### config.mk
export PLATFORM = sky130hd
export DESIGN_NAME = serial_flash_front
export DESIGN_NICKNAME = d
export VERILOG_FILES = /design/src/rtl/flash_cmd_pkg.sv /design/src/rtl/link_if.sv /design/src/rtl/link_sampler.sv /design/src/rtl/serial_flash_front.sv
export SDC_FILE = /design/constraint.sdc
export NUM_CORES = 1
export LEC_CHECK = 0
export ABC_AREA = 1
export BUFFER_PORTS_ARGS = -buffer_cell sky130_fd_sc_hd__buf_2
export CAP_MARGIN = 20
export CORE_AREA = 2 2 161 163
export DETAILED_ROUTE_END_ITERATION = 10
export DIE_AREA = 0 0 163 165
export GPL_ROUTABILITY_DRIVEN = 0
export GPL_TIMING_DRIVEN = 0
export PLACE_DENSITY = 0.59
export SETUP_SLACK_MARGIN = 0.5
export SKIP_CTS_REPAIR_TIMING = 1
export SYNTH_ARGS = -nofsm -noshare
export SYNTH_HDL_FRONTEND = slang
export SYNTH_SLANG_ARGS = --single-unit
### constraint.sdc
create_clock -name clock -period 3.2 [get_ports clock]
set_clock_uncertainty 0.2 [all_clocks]
set_input_delay 0.48 -clock clock [delete_from_list [all_inputs] [get_ports clock]]
set_output_delay 0.48 -clock clock [all_outputs]
set_load 0.01 [all_outputs]
### src/rtl/flash_cmd_pkg.sv
package flash_cmd_pkg;

  //////////////////////////////////////////////////////////////////////////
  // opcodes
  localparam logic [7:0] OP_QUAD_ENTER = 8'h38;
  localparam logic [7:0] OP_QUAD_EXIT = 8'hFF;
  localparam logic [7:0] OP_RESET_ARM = 8'h66;
  localparam logic [7:0] OP_RESET_EXEC = 8'h99;
  localparam logic [7:0] OP_WLATCH_SET = 8'h06;
  localparam logic [7:0] OP_WLATCH_CLR = 8'h04;
  localparam logic [7:0] OP_OTP_ENTER = 8'h3A;
  localparam logic [7:0] OP_READ = 8'h03;
  localparam logic [7:0] OP_FAST_READ = 8'h0B;
  localparam logic [7:0] OP_DUAL_OUT_READ = 8'h3B;
  localparam logic [7:0] OP_DUAL_IO_READ = 8'hBB;
  localparam logic [7:0] OP_QUAD_IO_READ = 8'hEB;
  localparam logic [7:0] OP_ID_DEVICE = 8'hAB;
  localparam logic [7:0] OP_ID_MANUF_DEV = 8'h90;
  localparam logic [7:0] OP_ID_FULL = 8'h9F;
  localparam logic [7:0] OP_STATUS_WRITE = 8'h01;
  localparam logic [7:0] OP_PAGE_PROGRAM = 8'h02;
  localparam logic [7:0] OP_SECTOR_ERASE = 8'h20;
  localparam logic [7:0] OP_BLOCK_ERASE = 8'hD8;
  localparam logic [7:0] OP_CHIP_ERASE_A = 8'hC7;
  localparam logic [7:0] OP_CHIP_ERASE_B = 8'h60;

  //////////////////////////////////////////////////////////////////////////
  // lane widths and phase lengths in bits
  localparam logic [2:0] W_SINGLE = 3'h1;
  localparam logic [2:0] W_DUAL = 3'h2;
  localparam logic [2:0] W_QUAD = 3'h4;
  localparam logic [4:0] BYTE_BITS = 5'h08;
  localparam logic [4:0] ADDR_BITS = 5'h18;
  localparam logic [4:0] FAST_DUMMY_BITS = 5'h08;
  localparam logic [4:0] QUAD_DUMMY_BITS = 5'h10;
  localparam logic [4:0] ID_DUMMY_BITS = 5'h18;
  localparam logic [3:0] CONT_MODE_NIBBLE = 4'hA;
  localparam logic [7:0] SH_RESET = 8'h00;
  localparam logic [23:0] ADDR_RESET = 24'h000000;

  //////////////////////////////////////////////////////////////////////////
  // timing
  localparam int CLOCK_MHZ = 100;
  localparam int RECOVERY_ERASE_US = 28;
  localparam int RECOVERY_SHORT_NS = 100;
  localparam logic [11:0] RECOVERY_ERASE_CYC =
    12'(RECOVERY_ERASE_US * CLOCK_MHZ);
  localparam logic [11:0] RECOVERY_SHORT_CYC =
    12'((RECOVERY_SHORT_NS * CLOCK_MHZ) / 1000);

  typedef enum {ST_IDLE, ST_OPC, ST_ADDR, ST_DUMMY, ST_OUT, ST_SKIP}
    phase_state_t;

  typedef struct packed {
    logic ok;
    logic [4:0] addrBits;
    logic [2:0] addrW;
    logic [4:0] dumBits;
    logic [2:0] dumW;
    logic [2:0] outW;
  } cmd_shape_t;

endpackage

### src/rtl/link_if.sv
`timescale 1ns/100ps
interface link_if;
  logic sckRise;
  logic sckFall;
  logic csActive;
  logic frameStart;
  logic frameEnd;
  logic [3:0] lanes;
  modport src (output sckRise, sckFall, csActive, frameStart, frameEnd,
               lanes);
  modport dst (input sckRise, sckFall, csActive, frameStart, frameEnd,
               lanes);
endinterface

### src/rtl/link_sampler.sv
`timescale 1ns/100ps
module link_sampler
(
  input wire logic clock,
  input wire logic rst_b,
  input wire logic sckPin,
  input wire logic csPinB,
  input wire logic [3:0] lanePin,
  link_if.src link
);

  // bit 5 serial clock, bit 4 select (low active), bits 3:0 lanes
  logic [5:0] sync1_r;
  logic [5:0] sync2_r;
  logic sckPrev_r;
  logic csPrevB_r;

  always_ff @(posedge clock)
  begin
    if (!rst_b)
    begin
      sync1_r <= 6'h10;
      sync2_r <= 6'h10;
      sckPrev_r <= 1'h0;
      csPrevB_r <= 1'h1;
    end
    else
    begin
      sync1_r <= {sckPin, csPinB, lanePin};
      sync2_r <= sync1_r;
      sckPrev_r <= sync2_r[5];
      csPrevB_r <= sync2_r[4];
    end
  end

  // edges decoded from the second stage against its registered previous value, to save a cycle of latency
  assign link.sckRise = sync2_r[5] & ~sckPrev_r & ~sync2_r[4];
  assign link.sckFall = ~sync2_r[5] & sckPrev_r & ~sync2_r[4];
  assign link.csActive = ~sync2_r[4];
  assign link.frameStart = ~sync2_r[4] & csPrevB_r;
  assign link.frameEnd = sync2_r[4] & ~csPrevB_r;
  assign link.lanes = sync2_r[3:0];

endmodule

### src/rtl/serial_flash_front.sv
`timescale 1ns/100ps
// What this block does
// - dual output: odd bits lane1, even lane0
// - quad read: four dummy clocks, nibble data
// - answer three identification opcodes
// - quad enable makes all commands nibble wide
// - no plain/dual reads in quad mode
// - quad exit returns to serial, quad only
// - exit opcode also ends continuous read
// - first exit ends continuous, second quad
// - other command after arm disarms reset
// - reset returns status to all zeros
// - reset aborts running program or erase
// - reset in current width, clears modes
// - reset ignored in deep power-down
// - busy up to 28us after erase reset
// - latch set opcode sets write latch
// - latch clear clears latch and otp mode
// - latch clears on write completion, power-up
// - writes refused while latch is zero
// - MSB first, opcode eight or two clocks
// - execute only right after arm
module serial_flash_front
  import flash_cmd_pkg::*;
#(
  // identity values are arbitrary
  parameter logic [7:0] MANUF_CODE = 8'h5A,
  parameter logic [7:0] DEVICE_CODE = 8'h3C,
  parameter logic [15:0] TYPE_CAP_CODE = 16'h4D21
)
(
  input wire logic clock,
  input wire logic rst_b,
  input wire logic sckPin,
  input wire logic csPinB,
  input wire logic [3:0] ioLaneIn,
  input wire logic deepPowerDown,
  input wire logic opBusy,
  input wire logic opEraseActive,
  input wire logic opDone,
  input wire logic [7:0] readData,
  output logic [3:0] ioLaneOut,
  output logic [3:0] ioLaneOe,
  output logic [23:0] memAddr,
  output logic memReadStrobe,
  output logic writeReq,
  output logic [7:0] writeCode,
  output logic opAbort,
  output logic statusToDefault,
  output logic writeEnableLatch,
  output logic writeBusyFlag,
  output logic quadMode,
  output logic contQuadRead,
  output logic otpMode,
  output logic resetArmed
);

  ////////////////////////////////////////////////////////////////////////////
  // helpers

  function automatic cmd_shape_t cmdShape(input logic [7:0] op,
                                          input logic quad);
    cmd_shape_t s;
    logic [2:0] w;
    s = '0;
    w = quad ? W_QUAD : W_SINGLE;
    s.addrW = w;
    s.dumW = w;
    s.outW = w;
    case (op)
      OP_READ:
      begin
        s.ok = !quad;
        s.addrBits = ADDR_BITS;
      end
      OP_FAST_READ:
      begin
        s.ok = 1'h1;
        s.addrBits = ADDR_BITS;
        s.dumBits = FAST_DUMMY_BITS;
      end
      OP_DUAL_OUT_READ:
      begin
        s.ok = !quad;
        s.addrBits = ADDR_BITS;
        s.dumBits = FAST_DUMMY_BITS;
        s.outW = W_DUAL;
      end
      OP_DUAL_IO_READ:
      begin
        s.ok = !quad;
        s.addrBits = ADDR_BITS;
        s.addrW = W_DUAL;
        s.dumBits = FAST_DUMMY_BITS;
        s.dumW = W_DUAL;
        s.outW = W_DUAL;
      end
      // sixteen dummy bits on four lanes
      OP_QUAD_IO_READ:
      begin
        s.ok = 1'h1;
        s.addrBits = ADDR_BITS;
        s.addrW = W_QUAD;
        s.dumBits = QUAD_DUMMY_BITS;
        s.dumW = W_QUAD;
        s.outW = W_QUAD;
      end
      OP_ID_DEVICE:
      begin
        s.ok = 1'h1;
        s.dumBits = ID_DUMMY_BITS;
      end
      OP_ID_MANUF_DEV:
      begin
        s.ok = 1'h1;
        s.addrBits = ADDR_BITS;
      end
      OP_ID_FULL:
        s.ok = 1'h1;
      default:
        s.ok = 1'h0;
    endcase
    return s;
  endfunction

  function automatic logic [3:0] lanePick(input logic [3:0] l,
                                          input logic [2:0] w);
    case (w)
      W_QUAD: return l;
      W_DUAL: return {2'h0, l[1:0]};
      default: return {3'h0, l[0]};
    endcase
  endfunction

  // dual: odd bit lane 1, even bit lane 0; single: every bit on lane 1
  function automatic logic [3:0] laneDrive(input logic [7:0] b,
                                           input logic [2:0] w);
    case (w)
      W_QUAD: return b[7:4];
      W_DUAL: return {2'h0, b[7:6]};
      default: return {2'h0, b[7], 1'h0};
    endcase
  endfunction

  function automatic logic [3:0] laneMask(input logic [2:0] w);
    case (w)
      W_QUAD: return 4'hF;
      W_DUAL: return 4'h3;
      default: return 4'h2;
    endcase
  endfunction

  function automatic logic isWriteOp(input logic [7:0] op);
    return op == OP_STATUS_WRITE || op == OP_PAGE_PROGRAM ||
           op == OP_SECTOR_ERASE || op == OP_BLOCK_ERASE ||
           op == OP_CHIP_ERASE_A || op == OP_CHIP_ERASE_B;
  endfunction

  ////////////////////////////////////////////////////////////////////////////
  // link sampling

  link_if link ();

  link_sampler u_sampler (
    .clock(clock),
    .rst_b(rst_b),
    .sckPin(sckPin),
    .csPinB(csPinB),
    .lanePin(ioLaneIn),
    .link(link)
  );

  ////////////////////////////////////////////////////////////////////////////
  // state and decode

  phase_state_t state_r;
  cmd_shape_t shape_r;
  logic [4:0] bitCnt_r;
  logic [7:0] sh_r;
  logic [7:0] opcode_r;
  logic [7:0] modeByte_r;
  logic [23:0] addr_r;
  logic opcDone_r;
  logic contFrame_r;
  logic extra_r;
  logic [3:0] ioLaneOut_r;
  logic [3:0] ioLaneOe_r;
  logic [23:0] memAddr_r;
  logic memReadStrobe_r;
  logic [7:0] outSh_r;
  logic [3:0] outCnt_r;
  logic [1:0] byteIdx_r;
  logic writeReq_r;
  logic [7:0] writeCode_r;
  logic opAbort_r;
  logic statusToDefault_r;
  logic writeEnableLatch_r;
  logic writeBusyFlag_r;
  logic quadMode_r;
  logic contQuadRead_r;
  logic otpMode_r;
  logic resetArm_r;
  logic [11:0] recCnt_r;

  logic [2:0] phaseW;
  logic [4:0] bitNext;
  logic [7:0] shNext;
  logic [23:0] addrNext;
  cmd_shape_t newShape;
  phase_state_t afterOpc;
  logic addrDone;
  logic contDecide;
  logic contShort;
  logic endCmd;
  logic endOnly;
  logic [7:0] endOp;
  logic [7:0] nextByte;
  logic isArray;

  always_comb
  begin
    case (state_r)
      ST_ADDR: phaseW = shape_r.addrW;
      ST_DUMMY: phaseW = shape_r.dumW;
      default: phaseW = quadMode_r ? W_QUAD : W_SINGLE;
    endcase
  end

  assign bitNext = 5'(bitCnt_r + {2'h0, phaseW});
  assign shNext = 8'((sh_r << phaseW) | {4'h0, lanePick(link.lanes, phaseW)});
  assign addrNext = 24'((addr_r << phaseW) |
                        {20'h0, lanePick(link.lanes, phaseW)});
  assign newShape = cmdShape(shNext, quadMode_r);
  assign addrDone = link.sckRise && state_r == ST_ADDR &&
                    bitNext == shape_r.addrBits;
  assign contDecide = link.sckRise && state_r == ST_DUMMY &&
                      bitNext == shape_r.dumBits &&
                      opcode_r == OP_QUAD_IO_READ;

  always_comb
  begin
    if (!newShape.ok)
      afterOpc = ST_SKIP;
    else if (newShape.addrBits != 5'h00)
      afterOpc = ST_ADDR;
    else if (newShape.dumBits != 5'h00)
      afterOpc = ST_DUMMY;
    else
      afterOpc = ST_OUT;
  end

  // a lone byte in a continuous frame is a command
  assign contShort = contFrame_r && state_r == ST_ADDR &&
                     bitCnt_r == BYTE_BITS;
  assign endOp = contShort ? addr_r[7:0] : opcode_r;
  assign endOnly = contShort || (state_r == ST_SKIP && !extra_r);
  assign endCmd = link.frameEnd && (opcDone_r || contFrame_r);

  logic execSet;
  logic execClr;
  logic execQuadEnter;
  logic execQuadExit;
  logic execOtp;
  logic rstExec;
  assign execSet = endCmd && endOnly && endOp == OP_WLATCH_SET;
  assign execClr = endCmd && endOnly && endOp == OP_WLATCH_CLR;
  assign execQuadEnter = endCmd && endOnly && endOp == OP_QUAD_ENTER;
  assign execQuadExit = endCmd && endOnly && endOp == OP_QUAD_EXIT;
  assign execOtp = endCmd && endOnly && endOp == OP_OTP_ENTER;
  // only right after arm, not in power-down
  assign rstExec = endCmd && endOnly && endOp == OP_RESET_EXEC &&
                   resetArm_r && !deepPowerDown;

  ////////////////////////////////////////////////////////////////////////////
  // phase machine

  always_ff @(posedge clock)
  begin
    if (!rst_b)
    begin
      state_r <= ST_IDLE;
      shape_r <= '0;
      bitCnt_r <= 5'h00;
      sh_r <= SH_RESET;
      opcode_r <= SH_RESET;
      modeByte_r <= SH_RESET;
      addr_r <= ADDR_RESET;
      opcDone_r <= 1'h0;
      contFrame_r <= 1'h0;
      extra_r <= 1'h0;
    end
    else if (link.frameEnd)
      state_r <= ST_IDLE;
    else if (link.frameStart)
    begin
      bitCnt_r <= 5'h00;
      sh_r <= SH_RESET;
      opcDone_r <= 1'h0;
      extra_r <= 1'h0;
      contFrame_r <= contQuadRead_r;
      if (contQuadRead_r)
      begin
        state_r <= ST_ADDR;
        opcode_r <= OP_QUAD_IO_READ;
        shape_r <= cmdShape(OP_QUAD_IO_READ, quadMode_r);
      end
      else
        state_r <= ST_OPC;
    end
    else if (link.sckRise)
    begin
      case (state_r)
        ST_OPC:
        begin
          sh_r <= shNext;
          bitCnt_r <= bitNext;
          if (bitNext == BYTE_BITS)
          begin
            opcode_r <= shNext;
            shape_r <= newShape;
            opcDone_r <= 1'h1;
            bitCnt_r <= 5'h00;
            state_r <= afterOpc;
          end
        end
        ST_ADDR:
        begin
          addr_r <= addrNext;
          bitCnt_r <= bitNext;
          if (bitNext == shape_r.addrBits)
          begin
            bitCnt_r <= 5'h00;
            state_r <= shape_r.dumBits != 5'h00 ? ST_DUMMY : ST_OUT;
          end
        end
        ST_DUMMY:
        begin
          sh_r <= shNext;
          bitCnt_r <= bitNext;
          if (bitNext == BYTE_BITS)
            modeByte_r <= shNext;
          if (bitNext == shape_r.dumBits)
          begin
            bitCnt_r <= 5'h00;
            state_r <= ST_OUT;
          end
        end
        ST_SKIP:
          extra_r <= 1'h1;
        default:
          state_r <= state_r;
      endcase
    end
  end

  ////////////////////////////////////////////////////////////////////////////
  // output drive

  always_comb
  begin
    isArray = 1'h0;
    case (opcode_r)
      OP_ID_DEVICE: nextByte = DEVICE_CODE;
      OP_ID_MANUF_DEV:
        nextByte = (byteIdx_r[0] ^ memAddr_r[0]) ? DEVICE_CODE : MANUF_CODE;
      OP_ID_FULL:
        case (byteIdx_r)
          2'h0: nextByte = MANUF_CODE;
          2'h1: nextByte = TYPE_CAP_CODE[15:8];
          default: nextByte = TYPE_CAP_CODE[7:0];
        endcase
      default:
      begin
        nextByte = readData;
        isArray = 1'h1;
      end
    endcase
  end

  always_ff @(posedge clock)
  begin
    if (!rst_b)
    begin
      ioLaneOut_r <= 4'h0;
      ioLaneOe_r <= 4'h0;
      outSh_r <= SH_RESET;
      outCnt_r <= 4'h0;
      byteIdx_r <= 2'h0;
      memReadStrobe_r <= 1'h0;
      memAddr_r <= ADDR_RESET;
    end
    else
    begin
      memReadStrobe_r <= 1'h0;
      if (link.frameEnd || state_r == ST_IDLE)
      begin
        ioLaneOe_r <= 4'h0;
        outCnt_r <= 4'h0;
        byteIdx_r <= 2'h0;
      end
      else if (addrDone)
        memAddr_r <= addrNext;
      else if (state_r == ST_OUT && link.sckFall)
      begin
        if (outCnt_r == 4'h0)
        begin
          ioLaneOut_r <= laneDrive(nextByte, shape_r.outW);
          ioLaneOe_r <= laneMask(shape_r.outW);
          outSh_r <= 8'(nextByte << shape_r.outW);
          outCnt_r <= 4'(4'h8 - {1'h0, shape_r.outW});
          byteIdx_r <= (opcode_r == OP_ID_FULL && byteIdx_r == 2'h2) ?
                       2'h0 : 2'(byteIdx_r + 2'h1);
          if (isArray)
          begin
            memReadStrobe_r <= 1'h1;
            memAddr_r <= 24'(memAddr_r + 24'h000001);
          end
        end
        else
        begin
          ioLaneOut_r <= laneDrive(outSh_r, shape_r.outW);
          outSh_r <= 8'(outSh_r << shape_r.outW);
          outCnt_r <= 4'(outCnt_r - {1'h0, shape_r.outW});
        end
      end
    end
  end

  ////////////////////////////////////////////////////////////////////////////
  // interface modes

  always_ff @(posedge clock)
  begin
    if (!rst_b)
    begin
      quadMode_r <= 1'h0;
      contQuadRead_r <= 1'h0;
    end
    // reset clears quad and continuous modes
    else if (rstExec)
    begin
      quadMode_r <= 1'h0;
      contQuadRead_r <= 1'h0;
    end
    else
    begin
      if (execQuadEnter && !quadMode_r)
        quadMode_r <= 1'h1;
      if (execQuadExit)
      begin
        if (contQuadRead_r)
          contQuadRead_r <= 1'h0;
        else
          quadMode_r <= 1'h0;
      end
      if (contDecide)
        contQuadRead_r <= modeByte_r[7:4] == CONT_MODE_NIBBLE;
    end
  end

  ////////////////////////////////////////////////////////////////////////////
  // software reset

  always_ff @(posedge clock)
  begin
    if (!rst_b)
      resetArm_r <= 1'h0;
    else if (endCmd)
      resetArm_r <= endOnly && endOp == OP_RESET_ARM;
  end

  always_ff @(posedge clock)
  begin
    if (!rst_b)
    begin
      recCnt_r <= 12'h000;
      opAbort_r <= 1'h0;
      statusToDefault_r <= 1'h0;
      writeBusyFlag_r <= 1'h0;
    end
    else
    begin
      opAbort_r <= rstExec && opBusy;
      statusToDefault_r <= rstExec;
      if (rstExec)
        recCnt_r <= opEraseActive ? RECOVERY_ERASE_CYC : RECOVERY_SHORT_CYC;
      else if (recCnt_r != 12'h000)
        recCnt_r <= 12'(recCnt_r - 12'h001);
      writeBusyFlag_r <= opBusy || rstExec || recCnt_r > 12'h001;
    end
  end

  ////////////////////////////////////////////////////////////////////////////
  // write enable latch

  always_ff @(posedge clock)
  begin
    if (!rst_b)
    begin
      writeEnableLatch_r <= 1'h0;
      otpMode_r <= 1'h0;
    end
    else
    begin
      // cleared by completion, clear command, reset
      if (opDone || execClr || rstExec)
        writeEnableLatch_r <= 1'h0;
      // set wins over a same-cycle clear
      if (execSet)
        writeEnableLatch_r <= 1'h1;
      if (execClr || rstExec)
        otpMode_r <= 1'h0;
      else if (execOtp)
        otpMode_r <= 1'h1;
    end
  end

  always_ff @(posedge clock)
  begin
    if (!rst_b)
    begin
      writeReq_r <= 1'h0;
      writeCode_r <= SH_RESET;
    end
    else
    begin
      writeReq_r <= endCmd && opcDone_r && isWriteOp(opcode_r) &&
                    writeEnableLatch_r;
      if (endCmd && opcDone_r)
        writeCode_r <= opcode_r;
    end
  end

  assign ioLaneOut = ioLaneOut_r;
  assign ioLaneOe = ioLaneOe_r;
  assign memAddr = memAddr_r;
  assign memReadStrobe = memReadStrobe_r;
  assign writeReq = writeReq_r;
  assign writeCode = writeCode_r;
  assign opAbort = opAbort_r;
  assign statusToDefault = statusToDefault_r;
  assign writeEnableLatch = writeEnableLatch_r;
  assign writeBusyFlag = writeBusyFlag_r;
  assign quadMode = quadMode_r;
  assign contQuadRead = contQuadRead_r;
  assign otpMode = otpMode_r;
  assign resetArmed = resetArm_r;

  ////////////////////////////////////////////////////////////////////////////
  // checks

  AST_WEL_SET: assert property (
    @(posedge clock) disable iff (!rst_b)
    execSet |=> writeEnableLatch_r [*2])
    else $error("latch not set by set command");

  AST_WEL_CLR: assert property (
    @(posedge clock) disable iff (!rst_b)
    execClr && !execSet |=> !writeEnableLatch_r && !otpMode_r)
    else $error("latch or otp mode not cleared");

  AST_WEL_DONE: assert property (
    @(posedge clock) disable iff (!rst_b)
    opDone && !execSet |=> !writeEnableLatch_r)
    else $error("latch survived completion");

  AST_WRITE_GATE: assert property (
    @(posedge clock) disable iff (!rst_b)
    writeReq_r |-> $past(writeEnableLatch_r))
    else $error("write issued with latch clear");

  AST_QUAD_ENTER: assert property (
    @(posedge clock) disable iff (!rst_b)
    execQuadEnter && !rstExec |=> quadMode_r)
    else $error("quad mode not entered");

  AST_DISARM: assert property (
    @(posedge clock) disable iff (!rst_b)
    endCmd && !(endOnly && endOp == OP_RESET_ARM) |=> !resetArm_r)
    else $error("reset arm kept after other command");

  AST_RESET_EFFECT: assert property (
    @(posedge clock) disable iff (!rst_b)
    rstExec |=> statusToDefault_r && !quadMode_r && !contQuadRead_r
               && !writeEnableLatch_r)
    else $error("reset did not clear modes");

  AST_DPD_IGNORE: assert property (
    @(posedge clock) disable iff (!rst_b)
    endCmd && deepPowerDown |=> !statusToDefault_r)
    else $error("reset acted in power-down");

  AST_RECOVERY: assert property (
    @(posedge clock) disable iff (!rst_b)
    rstExec && opEraseActive |=> writeBusyFlag_r [*8])
    else $error("busy dropped during recovery");

  AST_QUAD_OPC: assert property (
    @(posedge clock) disable iff (!rst_b)
    state_r == ST_OPC && quadMode_r && link.sckRise && bitCnt_r == 5'h04
    && !link.frameEnd |=> state_r != ST_OPC && opcDone_r)
    else $error("quad opcode not two clocks");

endmodule

* Word-level counts from Yosys, hierarchy flattened *
Index checks and enable logic that the tools add are counted.

storage, ports and cells
  output and inout port bits = 50
  logic and storage cells = 272
  register bits after elaboration = 197

cells by class
  reductions and logical operators = 85
  multiplexer cells = 71
  order comparisons = 1
  bitwise operators = 20
  $add $sub $neg = 6
  equal/unequal tests = 49
  shift operators = 4

operators with widths
  kind                   number
  $mux 32                5
  $eq 8x8->1 const B     13
  $eq 32x3->1 const B    3
  $mux 24                4
  $pmux 32 s3            1
  $mux 19                5
  $mux 8                 10
  $eq 32x2->1 const B    2
  $eq 32x4->1 const B    2
  $mux 12                3
  $eq 32x1->1 const B    1
  $eq 8x6->1 const B     4
  $logic_not 32->1       1
  $pmux 4 s2             4
  $mux 5                 6
  $pmux 5 s3             2
  $logic_and 1x1->1      26
  $add 24x1->24 const B  1
  $or 24x4->24           1
  $pmux 8 s3             1
  $shl 24x3->24          1
  $shl 8x3->8            3
  $reduce_bool 2->1      10
  $pmux 3 s2             3
  other kinds (46)       124

* Depth between registers and ports, before layout *
Gate-level depths: netlist of run 1.

  depth after elaboration = 16
  depth in mapped cells = 26

* By module *
Synthesis of run 1 repeated with hierarchy kept, for this count alone.

unflattened totals
  cells, all modules = 1459
  area, all modules = 9183.8 sq um

modules (own cells, without submodules)
  module              sequential area each (sq um)  instances  cells each  area each (sq um)
  serial_flash_front  2782.7                        1          1404        8727.1
  link_sampler        280.3                         1          55          456.7

* Least setup slack after synthesis of run 1 *
Ideal clock, no wire load.

  path type = register to register
  from = register state_r[1]
  to = register memAddr_r[18], in the netlist memAddr[18]
  library setup time = 0.116 ns
  data arrival time = 2.901 ns
  slack = -0.018 ns
  period minus slack after synthesis = 3.218 ns
  path buffers = 4
  cell stages (with the launch flop) = 25
  cell sequence = dfxtp_1 -> nand2_4 -> nand2_4 -> buf_6 -> nand2_8 -> inv_4 -> buf_6 -> clkbuf_1 -> ha_1 -> inv_1 -> a21oi_2 -> o21ai_2 -> nand2_1 -> nand2_1 -> nand2_2 -> nand3_1 -> nand2_1 -> nand2_1 -> inv_2 -> nand2_2 -> nand2_2 -> nand2_4 -> clkinv_4 -> buf_6 -> o211a_1

on the way
  word-level cells in the longest chain between the ends = 7
  elaborated cells between the ends (all ways) = 20

RTL lines
  element                                                    line                       source
  start: declaration                                         serial_flash_front.sv:176  phase_state_t state_r;
  start signal: assignment                                   serial_flash_front.sv:323  state_r <= afterOpc;
  start signal: assignment                                   serial_flash_front.sv:333  state_r <= shape_r.dumBits != 5'h00 ? ST_DUMMY : ST_OUT;
  start signal: assignment                                   serial_flash_front.sv:351  state_r <= state_r;
  $eq 32x2->1                                                serial_flash_front.sv:222  case (state_r)
  $pmux 3 s2                                                 serial_flash_front.sv:222
  $add 5x3->5                                                serial_flash_front.sv:229  assign bitNext = 5'(bitCnt_r + {2'h0, phaseW});
  $eq 5x5->1                                                 serial_flash_front.sv:235  bitNext == shape_r.addrBits;
  $logic_and 1x1->1                                          serial_flash_front.sv:234  assign addrDone = link.sckRise && state_r == ST_ADDR &&
  $ne 2x1->1 (no line) or $reduce_bool 2->1 (tied branches)  n/a
  $reduce_and 4->1 (no line)                                 n/a
  end signal: assignment                                     serial_flash_front.sv:402  memAddr_r <= addrNext;
  end signal: assignment                                     serial_flash_front.sv:416  memAddr_r <= 24'(memAddr_r + 24'h000001);
  end: declaration                                           serial_flash_front.sv:188  logic [23:0] memAddr_r;

Several ways; a longest one is shown, not always the timed one.
A chain may end at the register's enable or synchronous reset.

* Worst setup path in the final report of run 1 *
  from = register state_r[1]
  to = register memAddr_r[20], in the netlist memAddr[20]

Same word-level chain as after synthesis.

==> run metrics, run 1 <==
post-synthesis mux area share 0.427%; Vias 9884; detail-routed net length per standard cell roughly 16 µm; portion of total power attributed to sequential cells 42.6%; fraction of synthesized cell area in xor and xnor cells 2.80%; Slew @ Worst Pin 0.891 ns; vias per cell ~5.2; net count of the mapped netlist 1453; number of distinct library cells after synthesis 60; antenna violations before repair 0; num rows 58; area occupied by multi-input gates between 0.005 and 0.006 mm²; combined area of all synthesized cells between 0.009 and 0.01 mm²; TritonRoute pass-1 iters 6; fraction of layout instances using a drive strength above 1 24.7%; global-route congestion overflow total 0; WL final 30800 µm; dominant register cell in the synthesized netlist dfxtp_1; largest fanout on the critical path 7; number of max-cap violations 0; wire length of the first global-routing pass 45900 µm; Synth async-reset ratio 0%; net switching power of the design 1.29 mW; share of the synthesized area in compound gates (AO/OA/AOI/OAI) 18.4%; PD cells 391 mW/mm²; Die Outline Area 0.0269 mm²; part of the Yosys area used for sequential elements 32.7%; clock root cell clkbuf_16; count of antenna-violating nets left after detailed routing 0; number of pins with negative max-slew slack in the final report 0; post-synthesis share of cell area spent on full adders, half adders and majority gates 1.68%; synthesized area per cell 6.59 µm²; nets around 1600; synthesis-to-layout area growth 28.7%; total leakage power around 5.6 nW; share of the cycle needed by the critical path after routing 103%; diodes inserted 0; violated checks negative setup slack; buffer levels on the longest clock path 2; Die W 163 µm; aggregate global-route resource usage 21.9%; classification of the worst setup path reg2reg; maximum number of pins on one net before global-route repair 17; number of global-route vias before repair 8621; total count of hold-check failures in the final report 0; utilization after layout between 40 and 50%; most instantiated library cell after synthesis nand2_1; sequential cell area 0.00308 mm²; PnR Total Power between 4 and 5 mW; flops & latches, synth 153; final period demand of the worst path 3.29 ns; number of instances in the synthesized netlist 1421; ranking of synthesized cells by area dfxtp_1 (33%), nand2_1 (14%), inv_1 (7.0%); Inserted Clock Buffers 17; outcome finished with violations; HP Class in2reg; initial cell density of the core a little under two fifths; critical path required time 3.32 ns; H-tree depth 4; highest achievable clock rate roughly 0.30 GHz; number of enable-type register cells in the synthesized netlist 0; worst setup slack after layout -0.0907 ns; cell-internal power roughly 3.4 mW; clock network power share ~45%; clock slew at the register clock pins of the worst setup and hold paths 0.07 ns; simple-gate portion of the synthesized area 32.7%; # fillers around 2500; Gate power share around 13%; switching power as a share of total power 27.3%; category of the worst setup path capture point flip-flop; number of violations reported at the end of detailed-routing iteration 0 782; Top Ports 70; CORE AREA about 0.025 mm²; Setup violations, final 19; dominant combinational cell family by area after synthesis simple AND/OR/NAND/NOR gates; signal arrival time at the worst endpoint 3.41 ns; tightest slew margin relative to the limit 40.6%; clock tree from TritonCTS built; fraction of synthesized cell area taken by the top area cell type 32.7%; Yosys top cell by area dfxtp_1; Yosys Warn Count 0; vertical extent of the die 165 µm; kind of launch point of the worst setup path flip-flop; worst vdd ir 0.308 mV; port buffer count 68; RSZ-0062 raised after global routing true; synth cell count leaders nand2_1 (342), inv_1 (175), dfxtp_1 (153); dpl hpwl 22200 µm; # clock sinks 153; final routed DRC violation total 0; Worst-Skew Late Latency 0.44 ns
final timing paths:
check / from / endpoint / slack [ns] / cells after the start
max reg2reg: state_r[1] / memAddr[20] / -0.09 / 26
min reg2reg: u_sampler.sync1_r[0] / u_sampler.sync2_r[0] / 0.21 / 2
min: sckPin / u_sampler.sync1_r[5] / 0.03 / 3
max: state_r[1] / memAddr[20] / -0.09 / 26
cells in the final DEF, fill, tap and decap left out, types with 7 or more instances in the layout:
master	synthesis	routed
a21oi_1	101	89
clkbuf_1	27	21
buf_4	2	54
nand3_1	106	91
xnor2_1	12	12
nand3_2	7	15
a21oi_2	2	14
nor2_1	111	98
nand2_2	18	28
nor2_2	5	15
ha_1	11	8
nand2_1	342	323
buf_8	0	10
clkbuf_16	0	22
o21ai_0	112	101
buf_6	10	9
buf_2	12	75
inv_1	175	167
nand2_4	8	14
or2_2	10	10
nand4_1	13	13
o21ai_1	26	19
nor3_1	23	21
dfxtp_1	153	148
inv_2	14	17
o211ai_1	9	9
clkbuf_2	0	7
nor2_4	4	7
xor2_1	18	18
nand3_4	3	10
o21ai_2	3	20
worst max-delay path: stages (launching register included):
cell and delay (ns):
dfxtp_4 0.37, buf_12 0.13, nand2_8 0.08, nand2_8 0.07
buf_12 0.13, nand2_8 0.08, inv_8 0.03, buf_12 0.11
buf_12 0.12, ha_4 0.27, inv_2 0.04, a21oi_2 0.10
o21ai_2 0.08, nand2_1 0.08, nand2_1 0.06, nand2_2 0.09
nand3b_1 0.09, nand2_1 0.09, nand2_2 0.07, inv_2 0.09
nand2_4 0.09, buf_8 0.17, buf_4 0.15, nand2_2 0.07
o21ai_2 0.05, o21ai_1 0.15, nor2_1 0.08
stage by stage:
step,setup slack [ns],hold WS [ns],cell area (µm²),setup TNS [ns],cells
final,-0.0907,0.0300,12100,-0.671,1918
after global routing,-0.209,0.0413,12100,-5.51,1918
after CTS,-0.404,0.0289,10800,-13.80,1851
after detailed placement,-0.364,0.201,10200,-12.62,1819
after global placement,-0.359,0.200,10200,-12.64,1819
after floorplan,0.239,0.190,9430,0,1421
power by group through the flow:
stage | combinational [mW] | sequential, mW | clock (mW)
global placement | 0.551 | 2.05 | 0
CTS | 0.559 | 2.01 | 2.13
floorplan | 0.429 | 2.04 | 0
global route | 0.678 | 2.02 | 2.20
detailed placement | 0.555 | 2.05 | 0
finish | 0.595 | 2.01 | 2.11
cells by family after synthesis:
kind of cell | count (synthesis)
compound gates | 301
xor+xnor | 30
simple gates | 666
flops | 153
buf+inv | 255
fa+ha+maj | 12
mux | 4
flip-flops by register name, indices dropped and copies added, names as in the netlist, 4 cells and up:
register,flops
addr_r,24
bitCnt_r,5
ioLaneOut,4
memAddr,24
modeByte_r,4
opcode_r,8
outCnt_r,4
outSh_r,8
recCnt_r,12
sh_r,8
shape_r,9
u_sampler.sync1_r,6
u_sampler.sync2_r,6
writeCode,8
final cells by class:
| type | count | area share, % |
|---|---|---|
| Clock inverter | 9 | 0.934 |
| Inverter | 197 | 6.49 |
| Tap cell | 330 | 3.43 |
| Timing Repair Buffer | 133 | 7.89 |
| Multi-Input combinational cell | 1015 | 47.9 |
| Sequential cell | 153 | 25.5 |
| Clock buffer | 23 | 4.05 |
| Buffer | 58 | 3.78 |
layer usage:
| layer | up-vias | routed length, µm | part of all wire [%] | GRT usage, % |
|---|---|---|---|---|
| met4 | 0 | 763 | 2.5 | 7.24 |
| met3 | 53 | 1740 | 5.7 | 3.16 |
| met5 | - | 0 | 0 | 0 |
| met1 | 4551 | 14100 | 46 | 29.9 |
| li1 | 4933 | - | - | - |
| met2 | 347 | 14200 | 46 | 35.6 |
Note: power is estimated with default switching activity, not from simulation.
==> run 2, diff against run 1 <==
--- a/config.mk
+++ b/config.mk
@@ -5,17 +5,17 @@
 export SDC_FILE = /design/constraint.sdc
 export NUM_CORES = 1
 export LEC_CHECK = 0
-export ABC_AREA = 1
 export BUFFER_PORTS_ARGS = -buffer_cell sky130_fd_sc_hd__buf_2
 export CAP_MARGIN = 20
-export CORE_AREA = 2 2 161 163
+export CORE_AREA = 2 2 160 162
 export DETAILED_ROUTE_END_ITERATION = 10
-export DIE_AREA = 0 0 163 165
+export DIE_AREA = 0 0 162 164
 export GPL_ROUTABILITY_DRIVEN = 0
-export GPL_TIMING_DRIVEN = 0
+export GPL_TIMING_DRIVEN = 1
 export PLACE_DENSITY = 0.59
 export SETUP_SLACK_MARGIN = 0.5
 export SKIP_CTS_REPAIR_TIMING = 1
 export SYNTH_ARGS = -nofsm -noshare
 export SYNTH_HDL_FRONTEND = slang
+export SYNTH_HIERARCHICAL = 1
 export SYNTH_SLANG_ARGS = --single-unit
==> run metrics, run 2 <==
outcome finished with violations (unchanged); violated checks negative setup slack (unchanged); Yosys Warn Count 6 (was 0); flop-to-flop setup slack -0.23 ns (was -0.09 ns); Hold WS 0.0268 ns (was 0.0300 ns); TritonRoute pass-1 iters 5 (was 6); fraction of layout instances using a drive strength above 1 26.7% (was 24.7%); beginning of the worst hold path csPinB (was sckPin); vias per cell 5.72 (was 5.15); buffer levels on the longest clock path 2 (unchanged); number of global-route vias before repair 8804 (was 8621); origin of the worst setup path state_r[2] (was state_r[1]); synthesized area per cell 7.82 µm² (was 6.59 µm²); kind of launch point of the worst setup path flip-flop (unchanged); antenna violations before repair 0 (unchanged); highest achievable clock rate 0.291 GHz (was 0.304 GHz); met1 Use GR 28.4% (was 29.9%); Gate power share 14.3% (was 12.6%); sequential cell area 0.00308 mm² (unchanged); largest fanout on the critical path 7 (unchanged); dpl hpwl 20400 µm (was 22200 µm); Place WS -0.187 ns (was -0.364 ns); total count of hold-check failures in the final report 0 (unchanged); Vias 9358 (was 9884); Worst-Skew Late Latency 0.43 ns (was 0.44 ns); worst vdd ir 0.246 mV (was 0.308 mV); count of antenna-violating nets left after detailed routing 0 (unchanged); worst setup slack after layout -0.233 ns (was -0.0907 ns); share of the cycle needed by the critical path after routing 107% (was 103%); # clock sinks 153 (unchanged); Die W 162 µm (was 163 µm); number of max-cap violations 0 (unchanged); number of instances in the synthesized netlist 1184 (was 1421); start of the worst register-to-register path state_r[2] (was state_r[1]); final period demand of the worst path 3.43 ns (was 3.29 ns); diodes inserted 0 (unchanged); wire length of the first global-routing pass 45800 µm (was 45900 µm); clock slew at the register clock pins of the worst setup and hold paths 0.07 ns (about the same); detail-routed net length per standard cell 17.7 µm (was 16.1 µm); net switching power of the design 1.34 mW (was 1.29 mW); clock tree from TritonCTS built (unchanged); utilization after layout 47.0% (was 48.2%); net count of the mapped netlist 1214 (was 1453); cell chain of the critical path and3b_2, a21oi_2, inv_2, ha_4, nor2b_4, a311o_1, a211o_4, mux2i_4, nand4_4, a211oi_4, buf_6, buf_6, clkbuf_16, o21ai_1, a21oi_1; critical path required time 3.36 ns (was 3.32 ns); num rows 58 (unchanged); number of violations reported at the end of detailed-routing iteration 0 588 (was 782); tightest slew margin relative to the limit 48.2% (was 40.6%); Inserted Clock Buffers 17 (unchanged); # fillers 2444 (was 2527); Worst path top cell family by delay compound AO/OA/AOI/OAI gates (was buffers and inverters); final instance area 0.0117 mm² (was 0.0121 mm²); CORE AREA 0.0248 mm² (was 0.0250 mm²); Worst Path Buf+Inv 4 (was 9); initial cell density of the core 37.3% (was 37.4%); Slowest-stage cell, CP dfxtp_4 (unchanged); Placed Area 0.0105 mm² (was 0.0102 mm²); M2 GR Usage 35.5% (was 35.6%); total leakage power 4.34 nW (was 5.62 nW); port buffer count 69 (was 68); clock network power share 42.0% (was 44.8%); PD cells 400 mW/mm² (was 391 mW/mm²); nets 1324 (was 1607); clock root cell clkbuf_16 (unchanged); largest stage delay on the critical path 0.38 ns (was 0.37 ns); Slew @ Worst Pin 0.770 ns (was 0.891 ns); final routed DRC violation total 0 (unchanged); synthesis-to-layout area growth 26.0% (was 28.7%); global-route congestion overflow total 0 (unchanged); most frequent standard cell in the layout excluding fill and tap cells nor2_1 (was nand2_1); Top Ports 70 (unchanged); area occupied by multi-input gates 0.00617 mm² (was 0.00578 mm²); classification of the worst setup path reg2reg (unchanged); portion of total power attributed to sequential cells 43.8% (was 42.6%); aggregate global-route resource usage 21.2% (was 21.9%); category of the worst setup path capture point flip-flop (unchanged); combined area of all synthesized cells 0.00926 mm² (was 0.00937 mm²); Hold Crit Endpoint u_sampler/sync1_r[4] (was u_sampler.sync1_r[5]); critical path's most frequent cell buf_6 (was buf_12); vertical extent of the die 164 µm (was 165 µm); WL final 29000 µm (was 30800 µm); commonest cells after routing, fill and taps aside nor2_1 (151), dfxtp_1 (146), nand2_1 (96), buf_4 (93), a21oi_1 (88) (was nand2_1 (323), inv_1 (167), dfxtp_1 (148), o21ai_0 (101), nor2_1 (98)); switching power as a share of total power 28.7% (was 27.3%); maximum number of pins on one net before global-route repair 64 (was 17); Die Outline Area 0.0266 mm² (was 0.0269 mm²); critical register-to-register path endpoint memAddr[3] (was memAddr[20]); HP Class in2reg (unchanged); hold-critical path depth 2 (was 3); number of pins with negative max-slew slack in the final report 0 (unchanged); met3 global-route usage 3.41% (was 3.16%); FF-to-FF path depth 15 (was 26); RSZ-0062 raised after global routing true (unchanged); layer with the highest usage met2 (unchanged); signal arrival time at the worst endpoint 3.60 ns (was 3.41 ns); H-tree depth 4 (unchanged); Setup violations, final 39 (was 19); cell-internal power 3.32 mW (was 3.43 mW)
-- run 2: final cells by class --
| type | count | area share, % |
|---|---|---|
| Tap cell | 330 | 3.54 |
| Clock buffer | 19 | 3.88 |
| Timing Repair Buffer | 182 | 11.4 |
| Multi-Input combinational cell | 913 | 52.9 |
| Clock inverter | 13 | 0.976 |
| Sequential cell | 153 | 26.4 |
| Inverter | 27 | 0.912 |
-- run 2: metal layers --
metal	part of all wire (%)	wire (µm)
met4	1.8	529
met3	4.9	1420
met1	46	13200
met5	0	0
met2	48	13800
-- run 2: power by group through the flow --
stage	clock network, mW	registers (mW)	logic [mW]
finish	1.96	2.04	0.664
global route	2.05	2.05	0.753
CTS	1.99	2.04	0.633
detailed placement	0	2.08	0.629
global placement	0	2.08	0.622
floorplan	0	2.06	0.504
-- run 2: worst max path at each step --
stage	end	slack, ns	cells past startpoint
floorplan	memAddr[13]	-0.28	13
global placement	memAddr[10]	-0.15	14
detailed placement	memAddr[3]	-0.19	14
CTS	memAddr[3]	-0.22	14
global route	memAddr[4]	-0.35	15
finish	memAddr[3]	-0.23	15
-- run 2: through the flow --
| step | TNS (ns) | power (mW) | instances |
|---|---|---|---|
| 2_1_floorplan | -6.02 | 2.56 | 1184 |
| 3_3_place_gp | -2.51 | 2.70 | 1591 |
| 3_5_place_dp | -3.94 | 2.71 | 1591 |
| 4_1_cts | -5.03 | 4.66 | 1623 |
| 5_1_grt | -9.94 | 4.85 | 1637 |
| 6_report | -5.11 | 4.66 | 1637 |
